File: src/rtl/pmc_regs_map.svh
// Register offsets, field positions, reset values and the rule overview for the config bank
// Overview of operation
// - Control high byte reads zero, ignores writes
// - Control bit 7 enables MAC interface
// - Bits 6:5 receive FIFO midpoint, reset 10
// - Bits 4:3 transmit FIFO midpoint, reset 10
// - Bit 1 shifts transmit clock versus data
// - Bit 0 shifts receive clock versus data
// - Control two bit 4 skips async FIFO
// - Control two bit 3 delays slow receive clock
// - Control two bit 2 enables low latency
// - Status bit 1 shows page received
// - Status bit 0 shows negotiation done
// - Config bit 11 governs descrambler timeout stop
// - Bits 10:7 recovery timeout ms, reset 1111
// - Config bit 6 forces fast link good
// - Config bit 5 enhanced three-level detect, reset 1
// - Config bit 4 enhanced gap detect
// - Config bit 2 switches scrambler off
// - Config bit 1 detects odd nibble count
// - Config bit 0 enables early receive valid
`ifndef PMC_REGS_MAP_SVH
`define PMC_REGS_MAP_SVH

// ----------------------------------------
// Offsets
// ----------------------------------------
`define PMC_OFS_CTL 7'h32
`define PMC_OFS_CTL2 7'h33
`define PMC_OFS_SNS 7'h37
`define PMC_OFS_FEC 7'h43

// ----------------------------------------
// Field positions
// ----------------------------------------
`define PMC_CTL_EN_BIT 7
`define PMC_CTL_RXL_HI 6
`define PMC_CTL_RXL_LO 5
`define PMC_CTL_TXL_HI 4
`define PMC_CTL_TXL_LO 3
`define PMC_CTL_TXD_BIT 1
`define PMC_CTL_RXD_BIT 0
`define PMC_CTL2_SKIP_BIT 4
`define PMC_CTL2_SKD_BIT 3
`define PMC_CTL2_LL_BIT 2
`define PMC_SNS_PAGE_BIT 1
`define PMC_SNS_DONE_BIT 0
`define PMC_FEC_TOD_BIT 11
`define PMC_FEC_REC_HI 10
`define PMC_FEC_REC_LO 7
`define PMC_FEC_F100_BIT 6
`define PMC_FEC_MLT_BIT 5
`define PMC_FEC_IPG_BIT 4
`define PMC_FEC_SCR_BIT 2
`define PMC_FEC_ODD_BIT 1
`define PMC_FEC_ERX_BIT 0

// ----------------------------------------
// Reset values and writable masks
// ----------------------------------------
`define PMC_RST_CTL_LOW 8'h50
`define PMC_RST_CTL2 16'h0000
`define PMC_RST_FEC 16'h07A0
`define PMC_WMSK_CTL 16'h00FB
`define PMC_WMSK_CTL2 16'h001C
`define PMC_WMSK_FEC 16'h0FF7

`endif

File: src/rtl/pmc_pkg.sv
// Types shared by the config bank
package pmc_pkg;
   typedef logic [15:0] pmc_word_t;
   typedef logic [6:0] pmc_addr_t;
   typedef enum logic {PMC_VAR_FIXED, PMC_VAR_STRAP} pmc_variant_t;
endpackage : pmc_pkg

File: src/rtl/pmc_regs.sv
// Config and status register bank for the MAC interface and fast ethernet path
`include "pmc_regs_map.svh"

module pmc_regs #(
   parameter pmc_pkg::pmc_variant_t VARIANT = pmc_pkg::PMC_VAR_FIXED
) (
   input wire logic mclk,
   input wire logic rst_b,
   input wire logic [6:0] reg_addr,
   input wire logic [15:0] reg_wdata,
   input wire logic reg_wr,
   input wire logic reg_rd,
   output logic [15:0] reg_rdata,
   input wire logic mac_if_enable_strap,
   input wire logic serial_page_received_in,
   input wire logic serial_negotiation_done_in,
   output logic mac_if_enable,
   output logic [1:0] rx_fifo_midpoint_level,
   output logic [1:0] tx_fifo_midpoint_level,
   output logic tx_clock_shift,
   output logic rx_clock_shift,
   output logic async_fifo_skip,
   output logic async_fifo_skip_rx_clock_delay,
   output logic low_latency_slow_modes,
   output logic descrambler_timeout_off,
   output logic [3:0] descrambler_recovery_ms,
   output logic force_fast_link_good,
   output logic enhanced_three_level_detect,
   output logic enhanced_gap_detect,
   output logic scrambler_off,
   output logic odd_nibble_detect,
   output logic early_rx_valid
);
   import pmc_pkg::*;

   // ----------------------------------------
   // Storage
   // ----------------------------------------
   logic [7:0] ctl_ff;
   logic [15:0] ctl2_ff;
   logic [15:0] fec_ff;
   logic [15:0] rdata_ff;
   logic strap_done_ff;
   logic [1:0] sns_sync;
   logic [15:0] nxt_rdata;

   // ----------------------------------------
   // Decode
   // ----------------------------------------
   wire hit_ctl = (reg_addr == `PMC_OFS_CTL);
   wire hit_ctl2 = (reg_addr == `PMC_OFS_CTL2);
   wire hit_sns = (reg_addr == `PMC_OFS_SNS);
   wire hit_fec = (reg_addr == `PMC_OFS_FEC);
   wire wr_ctl = reg_wr && hit_ctl;
   wire wr_ctl2 = reg_wr && hit_ctl2;
   wire wr_fec = reg_wr && hit_fec;

   // Status word; upper bits fixed at zero
   wire [15:0] sns_word = {14'h0000, sns_sync};

   // Masked write values keep reserved bits at their fixed levels
   wire [15:0] ctl_wmask = `PMC_WMSK_CTL;
   wire [7:0] nxt_ctl = reg_wdata[7:0] & ctl_wmask[7:0];
   wire [15:0] nxt_ctl2 = reg_wdata & `PMC_WMSK_CTL2;
   wire [15:0] nxt_fec = reg_wdata & `PMC_WMSK_FEC;

   // Read mux; unmapped addresses read as zero
   assign nxt_rdata = hit_ctl ? {8'h00, ctl_ff} :
                      hit_ctl2 ? ctl2_ff :
                      hit_sns ? sns_word :
                      hit_fec ? fec_ff : 16'h0000;

   // ----------------------------------------
   // Status inputs come from another domain
   // ----------------------------------------
   pmc_sync #(
      .WIDTH(2)
   ) u_sync (
      .mclk(mclk),
      .rst_b(rst_b),
      .async_in({serial_page_received_in, serial_negotiation_done_in}),
      .sync_out(sns_sync)
   );

   // ----------------------------------------
   // Control register
   // ----------------------------------------
   // Enable bit resets to one; the strapped variant loads the pin
   // on the first edge after release, since async reset takes constants only
   always_ff @(posedge mclk or negedge rst_b) begin
      if (!rst_b) begin
         ctl_ff <= `PMC_RST_CTL_LOW | 8'h80;
         strap_done_ff <= 1'b0;
      end else begin
         strap_done_ff <= 1'b1;
         if (wr_ctl) begin
            ctl_ff <= nxt_ctl;
         end else if (!strap_done_ff && VARIANT == PMC_VAR_STRAP) begin
            ctl_ff[`PMC_CTL_EN_BIT] <= mac_if_enable_strap;
         end
      end
   end

   // Second control and fast ethernet registers
   always_ff @(posedge mclk or negedge rst_b) begin
      if (!rst_b) begin
         ctl2_ff <= `PMC_RST_CTL2;
         fec_ff <= `PMC_RST_FEC;
      end else begin
         if (wr_ctl2) begin
            ctl2_ff <= nxt_ctl2;
         end
         if (wr_fec) begin
            fec_ff <= nxt_fec;
         end
      end
   end

   // Read data valid the cycle after the strobe only
   always_ff @(posedge mclk or negedge rst_b) begin
      if (!rst_b) begin
         rdata_ff <= 16'h0000;
      end else begin
         rdata_ff <= reg_rd ? nxt_rdata : 16'h0000;
      end
   end

   assign reg_rdata = rdata_ff;

   // ----------------------------------------
   // Control outputs to the datapath
   // ----------------------------------------
   assign mac_if_enable = ctl_ff[`PMC_CTL_EN_BIT];
   assign rx_fifo_midpoint_level = ctl_ff[`PMC_CTL_RXL_HI:`PMC_CTL_RXL_LO];
   assign tx_fifo_midpoint_level = ctl_ff[`PMC_CTL_TXL_HI:`PMC_CTL_TXL_LO];
   assign tx_clock_shift = ctl_ff[`PMC_CTL_TXD_BIT];
   assign rx_clock_shift = ctl_ff[`PMC_CTL_RXD_BIT];
   assign async_fifo_skip = ctl2_ff[`PMC_CTL2_SKIP_BIT];
   assign async_fifo_skip_rx_clock_delay = ctl2_ff[`PMC_CTL2_SKD_BIT];
   assign low_latency_slow_modes = ctl2_ff[`PMC_CTL2_LL_BIT];
   assign descrambler_timeout_off = fec_ff[`PMC_FEC_TOD_BIT];
   assign descrambler_recovery_ms = fec_ff[`PMC_FEC_REC_HI:`PMC_FEC_REC_LO];
   assign force_fast_link_good = fec_ff[`PMC_FEC_F100_BIT];
   assign enhanced_three_level_detect = fec_ff[`PMC_FEC_MLT_BIT];
   assign enhanced_gap_detect = fec_ff[`PMC_FEC_IPG_BIT];
   assign scrambler_off = fec_ff[`PMC_FEC_SCR_BIT];
   assign odd_nibble_detect = fec_ff[`PMC_FEC_ODD_BIT];
   assign early_rx_valid = fec_ff[`PMC_FEC_ERX_BIT];
endmodule : pmc_regs

File: src/rtl/pmc_sync.sv
// Three-stage input synchroniser with agreement filter
module pmc_sync #(
   parameter int WIDTH = 2
) (
   input wire logic mclk,
   input wire logic rst_b,
   input wire logic [WIDTH-1:0] async_in,
   output logic [WIDTH-1:0] sync_out
);
   logic [WIDTH-1:0] meta_ff;
   logic [WIDTH-1:0] s2_ff;
   logic [WIDTH-1:0] s3_ff;
   logic [WIDTH-1:0] out_ff;
   logic [WIDTH-1:0] nxt_out;

   // A zero-width chain has nothing to carry
   if (WIDTH < 1) begin : g_width_check
      $error("pmc_sync WIDTH must be at least one");
   end

   // A change counts only once stages two and three agree
   genvar gi;
   for (gi = 0; gi < WIDTH; gi++) begin : g_bit
      assign nxt_out[gi] = (s2_ff[gi] == s3_ff[gi]) ? s2_ff[gi] : out_ff[gi];
   end

   // Chain; first stage feeds only the second
   always_ff @(posedge mclk or negedge rst_b) begin
      if (!rst_b) begin
         meta_ff <= '0;
         s2_ff <= '0;
         s3_ff <= '0;
         out_ff <= '0;
      end else begin
         meta_ff <= async_in;
         s2_ff <= meta_ff;
         s3_ff <= s2_ff;
         out_ff <= nxt_out;
      end
   end

   assign sync_out = out_ff;
endmodule : pmc_sync

File: config.mk
export PLATFORM = sky130hd
export DESIGN_NAME = pmc_regs
export DESIGN_NICKNAME = d
export VERILOG_FILES = /design/src/rtl/pmc_pkg.sv /design/src/rtl/pmc_regs.sv /design/src/rtl/pmc_sync.sv
export VERILOG_INCLUDE_DIRS = /design/src /design/src/rtl
export SDC_FILE = /design/constraint.sdc
export NUM_CORES = 1
export LEC_CHECK = 0
export ABC_AREA = 0
export BUFFER_PORTS_ARGS = -buffer_cell sky130_fd_sc_hd__buf_2
export CAP_MARGIN = 20
export CORE_MARGIN = 2
export CORE_UTILIZATION = 51
export CTS_CLUSTER_SIZE = 14
export DETAILED_ROUTE_END_ITERATION = 6
export PLACE_DENSITY = 0.83
export SLEW_MARGIN = 0
export SYNTH_ARGS = -nofsm -noshare
export SYNTH_HDL_FRONTEND = slang
export SYNTH_HIERARCHICAL = 1
export SYNTH_SLANG_ARGS = --single-unit
export TNS_END_PERCENT = 1
File: constraint.sdc
create_clock -name mclk -period 2.1 [get_ports mclk]
set_input_delay 0.63 -clock mclk [delete_from_list [all_inputs] [get_ports mclk]]
set_output_delay 0.63 -clock mclk [all_outputs]
set_load 0.03 [all_outputs]
### Yosys cells after proc, flatten, opt, wreduce, memory -nomap -nowiden

Index checks and enable logic that the tools add are counted.

* register bits: 45
* bits of input ports: 30
* output and inout port bits: 37
* word-level logic and storage cells: 23

* eq/ne operators: 6
* muxes and demuxes: 5
* reductions and logical operators: 3

Operator list (number)
* 2-to-1 mux 12 bit: 5
* == test 7 x 6 -> 1 bit, second input constant: 3
* == test 7 bit, second input constant: 1
* logical AND 1 bit: 3
* == test 1 bit: 2

### Depth between registers and ports, before layout

Gate-level depths: netlist of the first run.

* depth after elaboration: 6
* gate-level depth with buffers: 5
* gate-level depth less buffers: 3

### By module

The synthesis of the first run kept the hierarchy.

Modules (own cells, without submodules)
* pmc_regs: instances 1, cells each 97, area an instance 1470.2 µm², seq. area each 835.8 µm²
* pmc_sync: instances 1, cells each 10, area an instance 222.7 µm², seq. area each 200.2 µm²

### Least setup slack after synthesis of the first run

No wires, ideal clock.

* path kind: input to register
* start point: input port reg_addr[2]
* end point: register fec_ff[0]
* setup time: 0.125 ns
* arrival: 1.516 ns
* data required time: 1.975 ns
* path slack: 0.459 ns
* stages on the path: 4
* cell sequence: and4bb_2 > nand3_2 > buf_6 > mux2_4

* word-level cells in the longest chain between the ends: 2

Ends and longest elaborated chain
* start, declared: RTL line pmc_regs.sv:9 `input wire logic [6:0] reg_addr,`
* == test 7 bit (no line)
* logical AND 1 bit: RTL line pmc_regs.sv:56 `wire wr_fec = reg_wr && hit_fec;`
* end signal, assigned: RTL line pmc_regs.sv:108 `` fec_ff <= `PMC_RST_FEC; ``
* end signal, assigned: RTL line pmc_regs.sv:114 `fec_ff <= nxt_fec;`
* end, declared: RTL line pmc_regs.sv:41 `logic [15:0] fec_ff;`

No other way between the ends.
A chain may end at the register's enable or synchronous reset.

==> flow_summary.yaml, run 1 <==
pwr:
  p_total_mw: 1.51
  ir_worst_vdd_uv: 460
  power_density_nw_per_um2: 723
  leakage_nw: 1.17
floorplanning:
  die_h_microns: 61.6
  placementRows: 20
  initial_core_util_pct: 54.6
  chipWidth_microns: 61.6
  num_io_pins: 67
  core_area_sq_um: 3100
  die_area_sq_um: 3800
timing:
  min_period_ns: 1.75
  timing.fmax_mhz: 571
  setup_viol: 0
  hold_viol: 0
  fin_crit_sh_pct: 83.3
  finClkSkew_ns: 0.00770
  postLayoutSetupSlackWorst_ns: 0.350
  fin_setup_tns_ns: 0
  rsz0062_at_grt: "false"
  slew_viol_final: 0
grt:
  grtUsageTotal_pct: 19.3
  met2_usage_pct: 31.6
  grt_start_max_net_pins: 21
  antenna_found_initial: 0
  gr-usage-met1_pct: 23.3
  grt_pass1_vias: 1121
  use_met3_pct: 6.72
  grt-busiest-layer: "met2"
  grt_pass1_wl_mm: 5.09
  overflow: 0
setup_path:
  worst-r2r-setup-slack_ns: 1.12
  end_kind: "output pin"
  path_max_fanout: 3
  crit_required_ns: 1.47
  worst-path-buf-inv: 1
  critPathSlowestCell: "dfstp_2"
  startpoint: "fec_ff[9]"
  worst_ep_arrival_time_ns: 1.12
  r2r_start: "ctl_ff[3]"
  max_stage_delay_ns: 0.57
  crit_chain: "buf_2"
  start_kind: "register"
  worstSetupPathType: "register to output pin"
  path_delay_family: "flip-flops"
clocking:
  clk_pin_slew_ns: 0.12
  holdBufCountCts: 0
  post-cts-setup-buffers: 0
  clock-sinks: 41
  clk_root_buffer_cell: "clkbuf_4"
  cts_buffers: 5
  clk_path_buf_depth: 2
  htreeDepth: 2
  cts_tree: "built"
  clk_latency_ns: 0.34
  post_cts_resized: 0
detailed_routing:
  ant_nets: 0
  drc_errors: 0
  vias_per_cell: 5.13
  dr.pass1.iters: 4
  wl_per_cell_microns: 15.0
  num_vias: 1104
  drt_iter0_drc: 27
  detail_route.wirelength_mm: 3.23
synth:
  syn_avg_cell_area_sq_um: 15.8
  syn_area_sq_um: 1690
  synthCells: 107
  ys_async_sr_fraction_pct: 100
  yosysWarnings: 6
  synthFlopType: "dfrtp_1"
  synth_edf_count: 0
  ys_ff_latch: 41
  ys_types: 28
  seq_area_frac_synth_pct: 61.2
placed_design:
  portBuffers: 57
  place_congestion: 0.885
  dp_hpwl_mm: 2.52
  place_ws_ns: 0.145
  dp.cells: 207
min_path:
  hp-class: "primary input to asynchronous set/reset pin"
cells_and_area:
  fin_util_pct: 67.2
  layout_common_cells: "57 x buf_2, 33 x dfrtp_1, 10 x mux2_1, 10 x mux2_4, 8 x dfstp_2"
  fill_cells: 254
  syn2layout_area_growth_pct: 23.1
  final_cell_count_no_fill: 215
  fin_nets: 200
  drive_above_1_share_pct: 57.3
  final_common_cell: "buf_2"
  antenna_cells: 0
flow_run:
  cap_violations: 0
outcome:
  status: "finished clean"
-- layout make-up --
cell class                      instances  area (sq um)  share of cell area, %
Sequential cell                        41          1040                   49.7
Clock buffer                            6          51.3                   2.46
Tap cell                               44          55.1                   2.64
Multi-Input combinational cell         61           613                   29.4
Clock inverter                          2          13.8                  0.660
Timing Repair Buffer                   61           315                   15.1
-- worst paths after layout --
path | end | cells past startpoint
max in group asynchronous | ctl_ff[4] | 2
hold reg to reg | u_sync/s2_ff[0] | 0
setup reg to reg | reg_rdata[3] | 2
setup / recovery | descrambler_recovery_ms[2] | 1
hold / removal | reg_rdata[8] | 1
min in group mclk | u_sync/s2_ff[0] | 0
-- stage by stage --
step	hold WS (ns)	instance area (sq um)
3_3_place_gp	0.332	2020
4_1_cts	0.201	2080
6_report	0.197	2080
3_5_place_dp	0.339	2020
5_1_grt	0.199	2080
2_1_floorplan	0.331	1700
-- report_power, final --
group,internal [mW],switching [mW]
combinational,0.0858,0.140
sequential,0.842,0.0300
clock,0.163,0.246
total,1.09,0.416
-- cell usage after synthesis (2+ instances only) --
cell type	n	area [sq um]
and4b_1	4	40.0
buf_4	4	30.0
nor2_1	2	7.51
and2_1	6	37.5
a22o_1	3	26.3
mux2_1	10	113
dfstp_2	8	210
buf_2	2	10.0
a32oi_1	2	17.5
nor3b_2	2	25.0
dfrtp_1	33	826
maj3_2	2	22.5
a22oi_1	2	15.0
mux2_4	10	150
o2bb2ai_1	3	26.3
mux2_2	2	22.5
-- sequential cells by signal, indices dropped and copies added, names as in the netlist --
register	count
u_sync/sync_out	2
fec_ff	11
ctl2_ff	3
u_sync/s2_ff	2
ctl_ff	7
reg_rdata	12
u_sync/s3_ff	2
u_sync/meta_ff	2
-- cell families (layout without fill, tap and decap cells) --
logic type | after synthesis | after routing | share of synthesized area (%)
flip-flops | 41 | 41 | 61.2
adder cells (fa/ha/maj) | 2 | 2 | 1.33
buffers and inverters | 8 | 69 | 3.25
other | 1 | 4 | 0.222
AND/OR/NAND/NOR | 22 | 22 | 11.5
multiplexers | 22 | 22 | 16.9
AO/OA/AOI/OAI | 11 | 11 | 5.62
-- metal layers --
| metal | part of all wire, % | up-vias | wire [microns] |
|---|---|---|---|
| li1 | - | 510 | - |
| met1 | 41 | 545 | 1340 |
| met2 | 51 | 45 | 1650 |
| met3 | 6.6 | 4 | 212 |
| met4 | 0.77 | 0 | 25 |
| met5 | 0 | - | 0 |
No activity file was read; power rests on OpenSTA's default activity.
==> run 2, diff against run 1 <==
CORE_UTILIZATION = 47   (was 51)
PLACE_DENSITY = 0.78   (was 0.83)
clock period = 1.8 ns   (was 2.1 ns; I/O delays follow)
==> flow_summary.yaml, run 2 (synthesis results as in run 1) <==
timing:
  timing.fmax_mhz: 600
  finClkSkew_ns: 0.00869
  setup_viol: 0
  fin_setup_tns_ns: 0
  slew_viol_final: 0
  hold_viol: 0
  postLayoutSetupSlackWorst_ns: 0.133
  min_period_ns: 1.67
  rsz0062_at_grt: "false"
  fin_crit_sh_pct: 92.6
setup_path:
  r2r_start: "ctl2_ff[3]"
  rr_endpoint: "reg_rdata[3]"
  path_delay_family: "flip-flops"
  worst-r2r-setup-slack_ns: 0.83
  max_stage_delay_ns: 0.57
  startpoint: "fec_ff[9]"
  critPathSlowestCell: "dfstp_2"
  start_kind: "register"
  end_kind: "output pin"
  worstSetupPathType: "register to output pin"
  critPathCapture: "descrambler_recovery_ms[2]"
  crit_required_ns: 1.26
  worst-path-buf-inv: 1
  worst_ep_arrival_time_ns: 1.13
  crit_chain: "buf_2"
  cp.depth: 1
  rr_worst_depth: 2
  path_max_fanout: 3
outcome:
  status: "finished clean"
cells_and_area:
  antenna_cells: 0
  fin_nets: 201
  fill_cells: 270
  largest_reg_flops: 12
  multiInputGateArea_sq_um: 613
  syn2layout_area_growth_pct: 25.4
  layout_common_cells: "57 x buf_2, 33 x dfrtp_1, 10 x mux2_1, 10 x mux2_4, 8 x dfstp_2"
  drive_above_1_share_pct: 57.6
  seqCellArea_sq_um: 1040
  final_common_cell: "buf_2"
clocking:
  holdBufCountCts: 0
  htreeDepth: 2
  clk_root_buffer_cell: "clkbuf_4"
  clk_pin_slew_ns: 0.13
  cts_tree: "built"
  clk_latency_ns: 0.35
  clk_path_buf_depth: 2
  cts_buffers: 5
  post-cts-setup-buffers: 0
  post_cts_resized: 0
  clock-sinks: 41
detailed_routing:
  num_vias: 1084
  wl_per_cell_microns: 14.2
  drc_errors: 0
  ant_nets: 0
  dr.pass1.iters: 4
  detail_route.wirelength_mm: 3.10
  drt_iter0_drc: 35
  vias_per_cell: 4.97
grt:
  grt_pass1_vias: 1051
  antenna_found_initial: 0
  grt_start_max_net_pins: 42
  grtUsageTotal_pct: 16.6
  grt_pass1_wl_mm: 5.07
  overflow: 0
flow_run:
  cap_violations: 0
pwr:
  ir_worst_vdd_uv: 550
  pwr-share-comb_pct: 14.0
  leakage_nw: 1.19
  seqPwrFrac_pct: 54.5
  switching_power_uw: 489
  power_density_nw_per_um2: 879
  clockPowerShare_pct: 31.5
  p_int_mw: 1.38
  switching_share_pct: 26.2
floorplanning:
  placementRows: 21
  die_area_sq_um: 4100
  core_area_sq_um: 3390
  initial_core_util_pct: 49.9
  num_io_pins: 67
  die_h_microns: 64.0
  chipWidth_microns: 64.0
placed_design:
  portBuffers: 57
  place_congestion: 0.815
  place_ws_ns: 0.0506
  dp_hpwl_mm: 2.39
min_path:
  hp-class: "primary input to asynchronous set/reset pin"
## run 2: area by class of cell
class	count	area share (%)
clock inverter	3	2.06
clock buffer	5	1.77
timing repair buffer	62	15.8
multi-input combinational	61	28.9
sequential	41	48.8
tap	46	2.71
## run 2: through the flow
stage               util (%)  total power, mW  hold slack (ns)  instances  instance area [sq um]
floorplan                  -             1.19            0.244        110                   1700
global placement        60.2             1.29            0.334        210                   2040
detailed placement      60.2             1.30            0.336        210                   2040
CTS                     62.6             1.89            0.227        218                   2120
global route            62.6             1.97            0.237        218                   2120
finish                  62.6             1.87            0.217        218                   2120
## run 2: worst min-delay path by stage
stage | startpoint | to | slack [ns] | cells after the start
floorplan | rst_b | ctl2_ff[2] | 0.24 | 0
global placement | u_sync/meta_ff[1] | u_sync/s2_ff[1] | 0.33 | 0
detailed placement | u_sync/meta_ff[1] | u_sync/s2_ff[1] | 0.34 | 0
CTS | rst_b | reg_rdata[9] | 0.23 | 2
global route | rst_b | reg_rdata[11] | 0.24 | 2
finish | rst_b | reg_rdata[11] | 0.22 | 2
## run 2: power groups by stage
stage               sequential [mW]  clock, mW  combinational (mW)
finish                         1.02      0.588               0.261
detailed placement             1.04          0               0.263
global placement               1.03          0               0.259
global route                   1.03      0.665               0.281
floorplan                      1.11          0              0.0842
CTS                            1.02      0.607               0.264
## run 2: per-layer routing
metal	track usage, %	vias to the layer above	wire length, microns
met5	0	-	0
met4	6.52	0	48
met3	5.28	6	213
met2	27.7	38	1570
met1	19.9	531	1270
li1	-	509	-
